--- config.mk ---
export PLATFORM = sky130hd
export DESIGN_NAME = psl_strap_led
export DESIGN_NICKNAME = d
export VERILOG_FILES = /design/src/core/psl_pkg.sv /design/src/core/psl_sync_if.sv /design/src/core/psl_strap_led.sv /design/src/core/psl_sync.sv
export SDC_FILE = /design/constraint.sdc
export NUM_CORES = 1
export LEC_CHECK = 0
export BUFFER_PORTS_ARGS = -buffer_cell sky130_fd_sc_hd__buf_2
export CAP_MARGIN = 20
export CORE_MARGIN = 10
export CORE_UTILIZATION = 50
export CTS_BUF_LIST = sky130_fd_sc_hd__clkbuf_16
export CTS_CLUSTER_SIZE = 28
export DETAILED_ROUTE_END_ITERATION = 10
export MAX_ROUTING_LAYER = met4
export PLACE_DENSITY = 0.81
export SLEW_MARGIN = 15
export SYNTH_ARGS = -nofsm -noshare
export SYNTH_HDL_FRONTEND = slang
export SYNTH_SLANG_ARGS = --single-unit
--- constraint.sdc ---
create_clock -name clk -period 2.6 [get_ports clk]
set_clock_uncertainty 0.2 [all_clocks]
set_input_delay 0.78 -clock clk [delete_from_list [all_inputs] [get_ports clk]]
set_output_delay 0.78 -clock clk [all_outputs]
set_load 0.05 [all_outputs]
--- src/core/psl_pkg.sv ---
// Package for the strap, LED, general pin and interrupt pin block.
// Assumes a single 40 MHz clock and a synchronous active-high reset.
package psl_pkg;

  // ----------------------------------------
  // Register indices (word addressed, 16-bit data)
  // ----------------------------------------
  localparam logic [4:0] REG_CONTROL = 5'h00;
  localparam logic [4:0] REG_STATUS = 5'h01;
  localparam logic [4:0] REG_VENDOR = 5'h10;
  localparam logic [4:0] REG_IRQ_CTRL = 5'h11;
  localparam logic [4:0] REG_PHONE_IRQ = 5'h13;
  localparam logic [4:0] REG_EVENTS = 5'h14;

  // ----------------------------------------
  // Field positions
  // ----------------------------------------
  localparam int CTL_SPEED_BIT = 13;
  localparam int CTL_DUPLEX_BIT = 8;
  localparam int STS_ABIL_LO = 11;
  localparam int VND_PIN0_DIR = 6;
  localparam int VND_PIN0_LVL = 7;
  localparam int VND_PIN1_DIR = 8;
  localparam int VND_PIN1_LVL = 9;
  localparam int VND_PIN0_OUT = 10;
  localparam int VND_PIN1_OUT = 11;
  localparam int VND_IRQ_POL = 14;
  localparam int IRQ_ENABLE_LO = 8;

  // ----------------------------------------
  // Reset values
  // ----------------------------------------
  localparam logic [15:0] VENDOR_RESET = 16'h0141;
  localparam logic [15:0] IRQ_CTRL_RESET = 16'h0000;
  localparam logic [15:0] PHONE_IRQ_RESET = 16'h0000;
  localparam int SYNC_STAGES = 3;

  // Decoded strap abilities
  typedef struct packed {
    logic half;
    logic full;
    logic phone;
  } psl_abil_t;

endpackage : psl_pkg

--- src/core/psl_sync_if.sv ---
// Interface carrying one synchronised pin group between modules.
// Assumes both ends share the block clock.
`timescale 1ns/10ps
interface psl_sync_if #(parameter int W = 1);
  logic [W-1:0] raw;
  logic [W-1:0] stable;
  modport owner (input raw, output stable);
  modport user (output raw, input stable);
endinterface : psl_sync_if

--- src/core/psl_strap_led.sv ---
// Contract
// - Decode three-bit strap into advertised abilities
// - Mirror abilities into control and status
// - Port strap high selects nibble port
// - Port strap low: serial in phoneline
// - LED outputs are active low
// - Link LED lit while link up
// - Transmit LED lit during transmission
// - Receive LED lit during reception
// - Collision LED lit, dark in full duplex outside phoneline
// - Power LED shows phoneline high power
// - 10BASE-T LED lit with link up outside phoneline, dark during negotiation
// - Duplex/speed LED by phoneline enable
// - Phoneline LED follows phoneline enable
// - Pin zero direction bit 6, level 7
// - Pin one direction bit 8, level 9
// - Pins reset as inputs with pull-down
// - Interrupt pin released when idle
// - Interrupt driven to selected polarity
// - Interrupt only from enabled events
//
// Strap decode, MAC port select, LED drivers, general pins and interrupt pin.
// Assumes pins and status come from outside the clock domain; register port
// is driven by same-clock management logic.
//
// Decided for this implementation: the register offsets and the strobed register port.
`timescale 1ns/10ps
module psl_strap_led (
  input wire logic clk, // 40 MHz block clock
  input wire logic rst, // Synchronous reset, active high
  input wire logic [4:0] regAddr, // Register index
  input wire logic [15:0] regWrData, // Write data
  input wire logic regWr, // Write strobe
  input wire logic regRd, // Read strobe
  output logic [15:0] regRdData, // Read data, cycle after strobe
  input wire logic [2:0] technology_strap, // Technology strap pins
  input wire logic portSelStrap, // High selects nibble MAC port
  input wire logic phoneline_enable, // Phoneline operating mode
  input wire logic linkUp, // Link status
  input wire logic txActive, // Transmission in progress
  input wire logic rxActive, // Reception in progress
  input wire logic collision, // Collision seen
  input wire logic fullDuplex, // Full duplex operation
  input wire logic highPower, // Phoneline high power mode
  input wire logic highSpeed, // Phoneline high speed mode
  input wire logic anegBusy, // Auto-negotiation in progress
  input wire logic [7:0] eventIn, // Ten-base event pulses
  input wire logic [7:0] phoneEventIn, // Phoneline event pulses
  output logic nibblePortSel, // High: nibble port, low: serial_mac_port
  output logic link_led, // Active low
  output logic tx_activity_led, // Active low
  output logic rx_activity_led, // Active low
  output logic collision_led, // Active low
  output logic high_power_led, // Active low
  output logic tenbase_led, // Active low
  output logic duplex_speed_led, // Active low
  output logic phoneline_mode_led, // Active low
  input wire logic general_pin_zero_i, // Pin zero level in
  output logic general_pin_zero_o, // Pin zero drive value
  output logic general_pin_zero_oe, // Pin zero drive enable
  output logic general_pin_zero_pd, // Pin zero weak pull-down on
  input wire logic general_pin_one_i, // Pin one level in
  output logic general_pin_one_o, // Pin one drive value
  output logic general_pin_one_oe, // Pin one drive enable
  output logic general_pin_one_pd, // Pin one weak pull-down on
  output logic irq_output_o, // Interrupt drive value
  output logic irq_output_oe // Interrupt drive enable
);
  import psl_pkg::*;

  // ----------------------------------------
  // Pin synchronisers
  // ----------------------------------------
  localparam int NSYNC = 14;
  psl_sync_if #(.W(NSYNC)) syncBus ();
  assign syncBus.raw = {technology_strap, portSelStrap, phoneline_enable, linkUp,
    txActive, rxActive, collision, fullDuplex, highPower, highSpeed,
    general_pin_zero_i, general_pin_one_i};

  psl_sync #(.W(NSYNC)) uSync (
    .clk(clk),
    .rst(rst),
    .pins(syncBus.owner)
  );

  logic [2:0] techS;
  logic portS, phoneS, linkS, txS, rxS, colS, fdxS, hpwS, hspS, pin0S, pin1S;
  assign {techS, portS, phoneS, linkS, txS, rxS, colS, fdxS, hpwS, hspS,
    pin0S, pin1S} = syncBus.stable;

  // Negotiation flag is a level; a three-flop chain delays it, one cycle less than the synchronised group
  logic anegS;

  // ----------------------------------------
  // State
  // ----------------------------------------
  typedef struct packed {
    logic [15:0] vendor;
    logic [15:0] irqCtrl;
    logic [15:0] phoneIrq;
    logic [7:0] evSticky;
    logic [7:0] phoneSticky;
    logic [15:0] rdData;
    logic aneg1;
    logic aneg2;
    logic aneg3;
    logic portSel;
    logic [7:0] leds;
    logic pin0O, pin0Oe, pin1O, pin1Oe;
    logic irqO, irqOe;
  } psl_state_t;

  psl_state_t state_r;
  psl_state_t state_nxt;
  psl_abil_t abil;
  logic [15:0] ctrlView;
  logic [15:0] statusView;
  logic irqPending;

  assign anegS = state_r.aneg3;

  // ----------------------------------------
  // Strap decode
  // ----------------------------------------
  // strap ability table
  always_comb
  begin
    case (techS)
      3'h0: abil = '{half: 1'b1, full: 1'b1, phone: 1'b0};
      3'h1: abil = '{half: 1'b1, full: 1'b0, phone: 1'b0};
      3'h3: abil = '{half: 1'b1, full: 1'b0, phone: 1'b0};
      3'h4: abil = '{half: 1'b0, full: 1'b0, phone: 1'b1};
      3'h5: abil = '{half: 1'b0, full: 1'b1, phone: 1'b0};
      3'h7: abil = '{half: 1'b1, full: 1'b1, phone: 1'b1};
      // Reserved codes advertise nothing
      default: abil = '{half: 1'b0, full: 1'b0, phone: 1'b0};
    endcase
  end

  always_comb
  begin
    ctrlView = 16'h0000;
    ctrlView[CTL_SPEED_BIT] = abil.half | abil.full;
    ctrlView[CTL_DUPLEX_BIT] = abil.full & ~abil.half;
    statusView = 16'h0000;
    statusView[STS_ABIL_LO +: 4] = {1'b0, 1'b0, abil.full, abil.half} |
      {abil.phone, 3'h0};
  end

  assign irqPending = |(state_r.evSticky & state_r.irqCtrl[IRQ_ENABLE_LO +: 8])
    | |(state_r.phoneSticky & state_r.phoneIrq[IRQ_ENABLE_LO +: 8]);

  // ----------------------------------------
  // Next state
  // ----------------------------------------
  always_comb
  begin
    state_nxt = state_r;
    state_nxt.aneg1 = anegBusy;
    state_nxt.aneg2 = state_r.aneg1;
    state_nxt.aneg3 = state_r.aneg2;

    // Register writes
    if (regWr)
    begin
      case (regAddr)
        REG_VENDOR: state_nxt.vendor = regWrData;
        REG_IRQ_CTRL: state_nxt.irqCtrl = regWrData;
        REG_PHONE_IRQ: state_nxt.phoneIrq = regWrData;
        default: state_nxt.vendor = state_r.vendor;
      endcase
    end

    // Sticky events: reading the event register clears, a new event wins
    if (regRd && regAddr == REG_EVENTS)
    begin
      state_nxt.evSticky = 8'h00;
      state_nxt.phoneSticky = 8'h00;
    end
    state_nxt.evSticky = state_nxt.evSticky | eventIn;
    state_nxt.phoneSticky = state_nxt.phoneSticky | phoneEventIn;

    // level bits show pin as seen
    state_nxt.vendor[VND_PIN0_LVL] = pin0S;
    state_nxt.vendor[VND_PIN1_LVL] = pin1S;

    // Register reads
    state_nxt.rdData = 16'h0000;
    if (regRd)
    begin
      case (regAddr)
        REG_CONTROL: state_nxt.rdData = ctrlView;
        REG_STATUS: state_nxt.rdData = statusView;
        REG_VENDOR: state_nxt.rdData = state_r.vendor;
        REG_IRQ_CTRL: state_nxt.rdData = state_r.irqCtrl;
        REG_PHONE_IRQ: state_nxt.rdData = state_r.phoneIrq;
        REG_EVENTS: state_nxt.rdData = {state_r.phoneSticky, state_r.evSticky};
        default: state_nxt.rdData = 16'h0000;
      endcase
    end

    state_nxt.portSel = portS | ~phoneS;

    // lit LED drives low; order link,tx,rx,col,pwr,ten,dspd,phone
    state_nxt.leds[7] = ~linkS;
    state_nxt.leds[6] = ~txS;
    state_nxt.leds[5] = ~rxS;
    state_nxt.leds[4] = ~(colS & (phoneS | ~fdxS));
    state_nxt.leds[3] = ~(hpwS & phoneS);
    state_nxt.leds[2] = ~(linkS & ~phoneS & ~anegS);
    state_nxt.leds[1] = ~(phoneS ? hspS : fdxS);
    state_nxt.leds[0] = ~phoneS;

    state_nxt.pin0Oe = ~state_r.vendor[VND_PIN0_DIR];
    state_nxt.pin0O = state_r.vendor[VND_PIN0_OUT];
    state_nxt.pin1Oe = ~state_r.vendor[VND_PIN1_DIR];
    state_nxt.pin1O = state_r.vendor[VND_PIN1_OUT];

    // drive only while pending, at chosen level
    state_nxt.irqOe = irqPending;
    state_nxt.irqO = state_r.vendor[VND_IRQ_POL];
  end

  // ----------------------------------------
  // Registers
  // ----------------------------------------
  always_ff @(posedge clk)
  begin
    if (rst)
    begin
      state_r <= '0;
      // both pins come up as inputs
      state_r.vendor <= VENDOR_RESET;
      state_r.irqCtrl <= IRQ_CTRL_RESET;
      state_r.phoneIrq <= PHONE_IRQ_RESET;
      state_r.leds <= 8'hFF;
      state_r.portSel <= 1'b1;
    end
    else
      state_r <= state_nxt;
  end

  // ----------------------------------------
  // Outputs
  // ----------------------------------------
  assign regRdData = state_r.rdData;
  assign nibblePortSel = state_r.portSel;
  assign {link_led, tx_activity_led, rx_activity_led, collision_led, high_power_led,
    tenbase_led, duplex_speed_led, phoneline_mode_led} = state_r.leds;
  assign general_pin_zero_o = state_r.pin0O;
  assign general_pin_zero_oe = state_r.pin0Oe;
  assign general_pin_zero_pd = state_r.vendor[VND_PIN0_DIR];
  assign general_pin_one_o = state_r.pin1O;
  assign general_pin_one_oe = state_r.pin1Oe;
  assign general_pin_one_pd = state_r.vendor[VND_PIN1_DIR];
  assign irq_output_o = state_r.irqO;
  assign irq_output_oe = state_r.irqOe;
endmodule : psl_strap_led

--- src/core/psl_sync.sv ---
// Three-stage pin synchroniser; a change is accepted once stages two and three agree.
// Assumes inputs are asynchronous to clk.
`timescale 1ns/10ps
module psl_sync #(
  parameter int W = 1
) (
  input wire logic clk, // Block clock
  input wire logic rst, // Synchronous reset
  psl_sync_if.owner pins // Raw in, stable out
);
  import psl_pkg::*;

  typedef struct packed {
    logic [W-1:0] s1;
    logic [W-1:0] s2;
    logic [W-1:0] s3;
    logic [W-1:0] out;
  } psl_sync_t;

  psl_sync_t state_r;
  psl_sync_t state_nxt;

  always_comb
  begin
    state_nxt = state_r;
    state_nxt.s1 = pins.raw;
    state_nxt.s2 = state_r.s1;
    state_nxt.s3 = state_r.s2;
    // Only bits on which stages two and three agree move
    state_nxt.out = (state_r.s2 & ~(state_r.s2 ^ state_r.s3))
      | (state_r.out & (state_r.s2 ^ state_r.s3));
  end

  always_ff @(posedge clk)
  begin
    if (rst)
      state_r <= '0;
    else
      state_r <= state_nxt;
  end

  assign pins.stable = state_r.out;
endmodule : psl_sync

==> impl_metrics.env <==
export IMPL_status="complete, no violations"
export IMPL_max_stage_delay_ps=400
export IMPL_drt_iter0_markers=253
export IMPL_maxCapViolCount=0
export IMPL_gp_congestion=0.943
export IMPL_ios=89
export IMPL_startpoint_type="flop"
export IMPL_start_util_pct=51.0
export IMPL_power_share_clock_pct=45.2
export IMPL_final_nets=696
export IMPL_dp_hpwl_um=8660
export IMPL_yosysTopAreaCell="dfxtp_1"
export IMPL_placementRows=38
export IMPL_path_max_fanout=4
export IMPL_power_total_mw=4.86
export IMPL_layout_min_cycle_time_ps=2090
export IMPL_fin_tns_setup_ps=0
export IMPL_ys_warnings_count=0
export IMPL_worstPathRequired_ps=1620
export IMPL_cts_hold_repair_buffers=0
export IMPL_coreArea_um2=10800
export IMPL_critPathBufInv=1
export IMPL_synthCells=570
export IMPL_path_cells="buf_2"
export IMPL_p_seq_share_pct=50.4
export IMPL_slew_viol_final=0
export IMPL_crit_family="flip-flops"
export IMPL_hold_depth=1
export IMPL_overflow=0
export IMPL_grt_util_all_layers_pct=16.1
export IMPL_cts_setup_buffers=0
export IMPL_synth_top_cell_area_share_pct=56.1
export IMPL_p_int_mw=3.80
export IMPL_path_depth=1
export IMPL_ys_types=38
export IMPL_hold_path_class="flop to flop"
export IMPL_worstPathArrival_ps=1110
export IMPL_synthTopCellsByArea="dfxtp_1 (56%), mux2i_1 (5.8%), nor2b_1 (5.8%), a21oi_1 (5.5%), nand2_1 (5.4%)"
export IMPL_grt_max_degree=66
export IMPL_cts_tree="built"
export IMPL_htreeDepth=4
export IMPL_syn_nets=626
export IMPL_netlist_area_um2=5500
export IMPL_clock_fmax_mhz=479
export IMPL_critical_path_class="flop to output pin"
export IMPL_vias_per_cell=5.21
export IMPL_cts_resized_gates=0
export IMPL_combPwrFrac_pct=4.4
export IMPL_hold_viol=0
export IMPL_swShare_pct=21.8
export IMPL_timing_slew_headroom_pct=65.0
export IMPL_postRouteWirelength_um=12200
export IMPL_peakVddDrop_v=0.000692
export IMPL_drc=0
export IMPL_finalCritPeriodShare_pct=80.2
export IMPL_synth_seq_area_share_pct=56.1
export IMPL_grt_pass1_wl_um=20000
export IMPL_io_buffers=88
export IMPL_async_flop_share_pct=0
export IMPL_synth_edf_count=0
export IMPL_reg2reg_depth=4
export IMPL_synth_seq_cells=154
export IMPL_avgSynthCellArea_um2=9.65
export IMPL_cts_sinks=154
export IMPL_setup_viol=0
export IMPL_wl_per_cell_um=15.4
export IMPL_grt_pass1_vias=4192
export IMPL_root_buffer="clkbuf_16"
export IMPL_cellLeakagePower_nw=2.65
export IMPL_cts_made_buffers=17
export IMPL_clock_latency_ps=410
export IMPL_dieArea_um2=15600
export IMPL_dr_total_vias=4129
export IMPL_rsz0062_at_grt="false"
export IMPL_critPathSlowestCell="dfxtp_1"
export IMPL_area_delta_synth_final_pct=17.5
export IMPL_first_pass_iters=5
export IMPL_clockBufferDepth=2
export IMPL_tightest_slew_ps=520
export IMPL_clk_pin_slew_ps=60
export IMPL_antenna_found_initial=1
export IMPL_ant_nets=0
export IMPL_worst_setup_path_end_kind="output pin"
export IMPL_dominantRegCellSynth="dfxtp_1"
export IMPL_die_x_um=125
export IMPL_power_density_nw_per_um2=752
export IMPL_drive_above_1_share_pct=20.2
export IMPL_switchingPower_mw=1.06
export IMPL_die_height_um=125
metal layers:
layer	part of all wire [%]	GRT usage [%]	up-vias
met5	0	-	-
met4	3.2	8.74	0
met3	6.7	5.45	37
met2	47	25.7	142
met1	43	17.3	1892
li1	-	-	2058
cells by family after synthesis:
family                 count (synthesis)  synth area share, %
buffers and inverters                 52                 5.75
XOR/XNOR                               1                0.159
AO/OA/AOI/OAI                        119                 13.3
flip-flops                           154                 56.1
multiplexers                          32                 5.82
AND/OR/NAND/NOR                      212                 18.9
power by group through the flow:
stage	registers [mW]	clock network, mW	logic, mW
after global routing	2.45	2.35	0.233
final	2.45	2.20	0.212
after detailed placement	2.50	0	0.211
after global placement	2.50	0	0.202
after floorplan	2.49	0	0.126
after CTS	2.45	2.24	0.212
worst register-to-register path, delay by kind of cell, from the launching register on:
| family | cells | cell delay (ps) |
|---|---|---|
| and+or+nand+nor | 1 | 200 |
| AOI/OAI and AO/OA | 3 | 530 |
| DFF | 1 | 360 |
worst paths after layout:
| check | from | endpoint | slack, ps |
|---|---|---|---|
| hold / removal | flop | rx_activity_led | 190 |
| setup reg to reg | state_r[80] | irq_output_oe | 1180 |
| setup / recovery | general_pin_one_pd | general_pin_one_pd | 510 |
| hold reg to reg | flop | rx_activity_led | 190 |
sequential cells by signal (all words and copies together) (netlist names), named ones only:
| name | count |
|---|---|
| state_r | 59 |
| uSync.state_nxt | 28 |
| regRdData | 16 |
| uSync.state_r | 14 |
| state_nxt | 5 |
| anegS | 1 |
| collision_led | 1 |
| duplex_speed_led | 1 |
| general_pin_one_o | 1 |
| general_pin_one_oe | 1 |
| general_pin_one_pd | 1 |
| general_pin_zero_o | 1 |
| general_pin_zero_oe | 1 |
| general_pin_zero_pd | 1 |
| high_power_led | 1 |
| irq_output_o | 1 |
| irq_output_oe | 1 |
| link_led | 1 |
| nibblePortSel | 1 |
| phoneline_mode_led | 1 |
| rx_activity_led | 1 |
| tenbase_led | 1 |
| tx_activity_led | 1 |
cells in the final DEF (no fill, tap or decap), types with 2 or more instances in the layout:
master and instances:
inv_6 2, and3_1 4, o21ai_0 15, nand3_1 2, a222oi_1 3, o2bb2ai_1 14, mux2i_1 32, buf_2 87
nand2b_1 7, clkinvlp_4 2, nand3b_1 5, a22oi_1 14, nand2_1 79, a221oi_1 3, a31oi_1 3, nor2b_1 51
a21oi_1 60, clkinv_4 2, nor2_1 51, buf_4 15, nor4_1 3, dfxtp_1 154, or3_1 2, a22o_1 3
clkbuf_16 17, clkinv_1 5
synth_stat cells, drive strengths merged (4+ instances only):
library cell	count
dfxtp	154
nand2	79
a21oi	60
nor2	52
nor2b	51
buf	33
mux2i	32
clkbuf	19
o21ai	16
a22oi	14
o2bb2ai	14
nand2b	7
nand3b	5
and3	4
final cells by class:
class / instances / area, um2
Antenna cell: 1 / 2.50
Clock buffer: 17 / 425
Clock inverter: 14 / 108
Fill cell: 875 / 4330
Multi-Input combinational cell: 364 / 2100
Sequential cell: 154 / 3080
Tap cell: 140 / 175
Timing Repair Buffer: 103 / 568
through the flow:
stage | utilization (%) | instance area (um2) | hold slack [ps] | std cells | setup WS (ps)
2_1_floorplan | - | 5500 | 167 | 570 | 475
3_3_place_gp | 54.9 | 5930 | 176 | 761 | 281
3_5_place_dp | 54.9 | 5930 | 176 | 761 | 189
4_1_cts | 59.9 | 6460 | 190 | 792 | 510
5_1_grt | 59.9 | 6460 | 199 | 793 | 472
6_report | 59.9 | 6460 | 186 | 793 | 514
(Power assumes the default switching activity.)
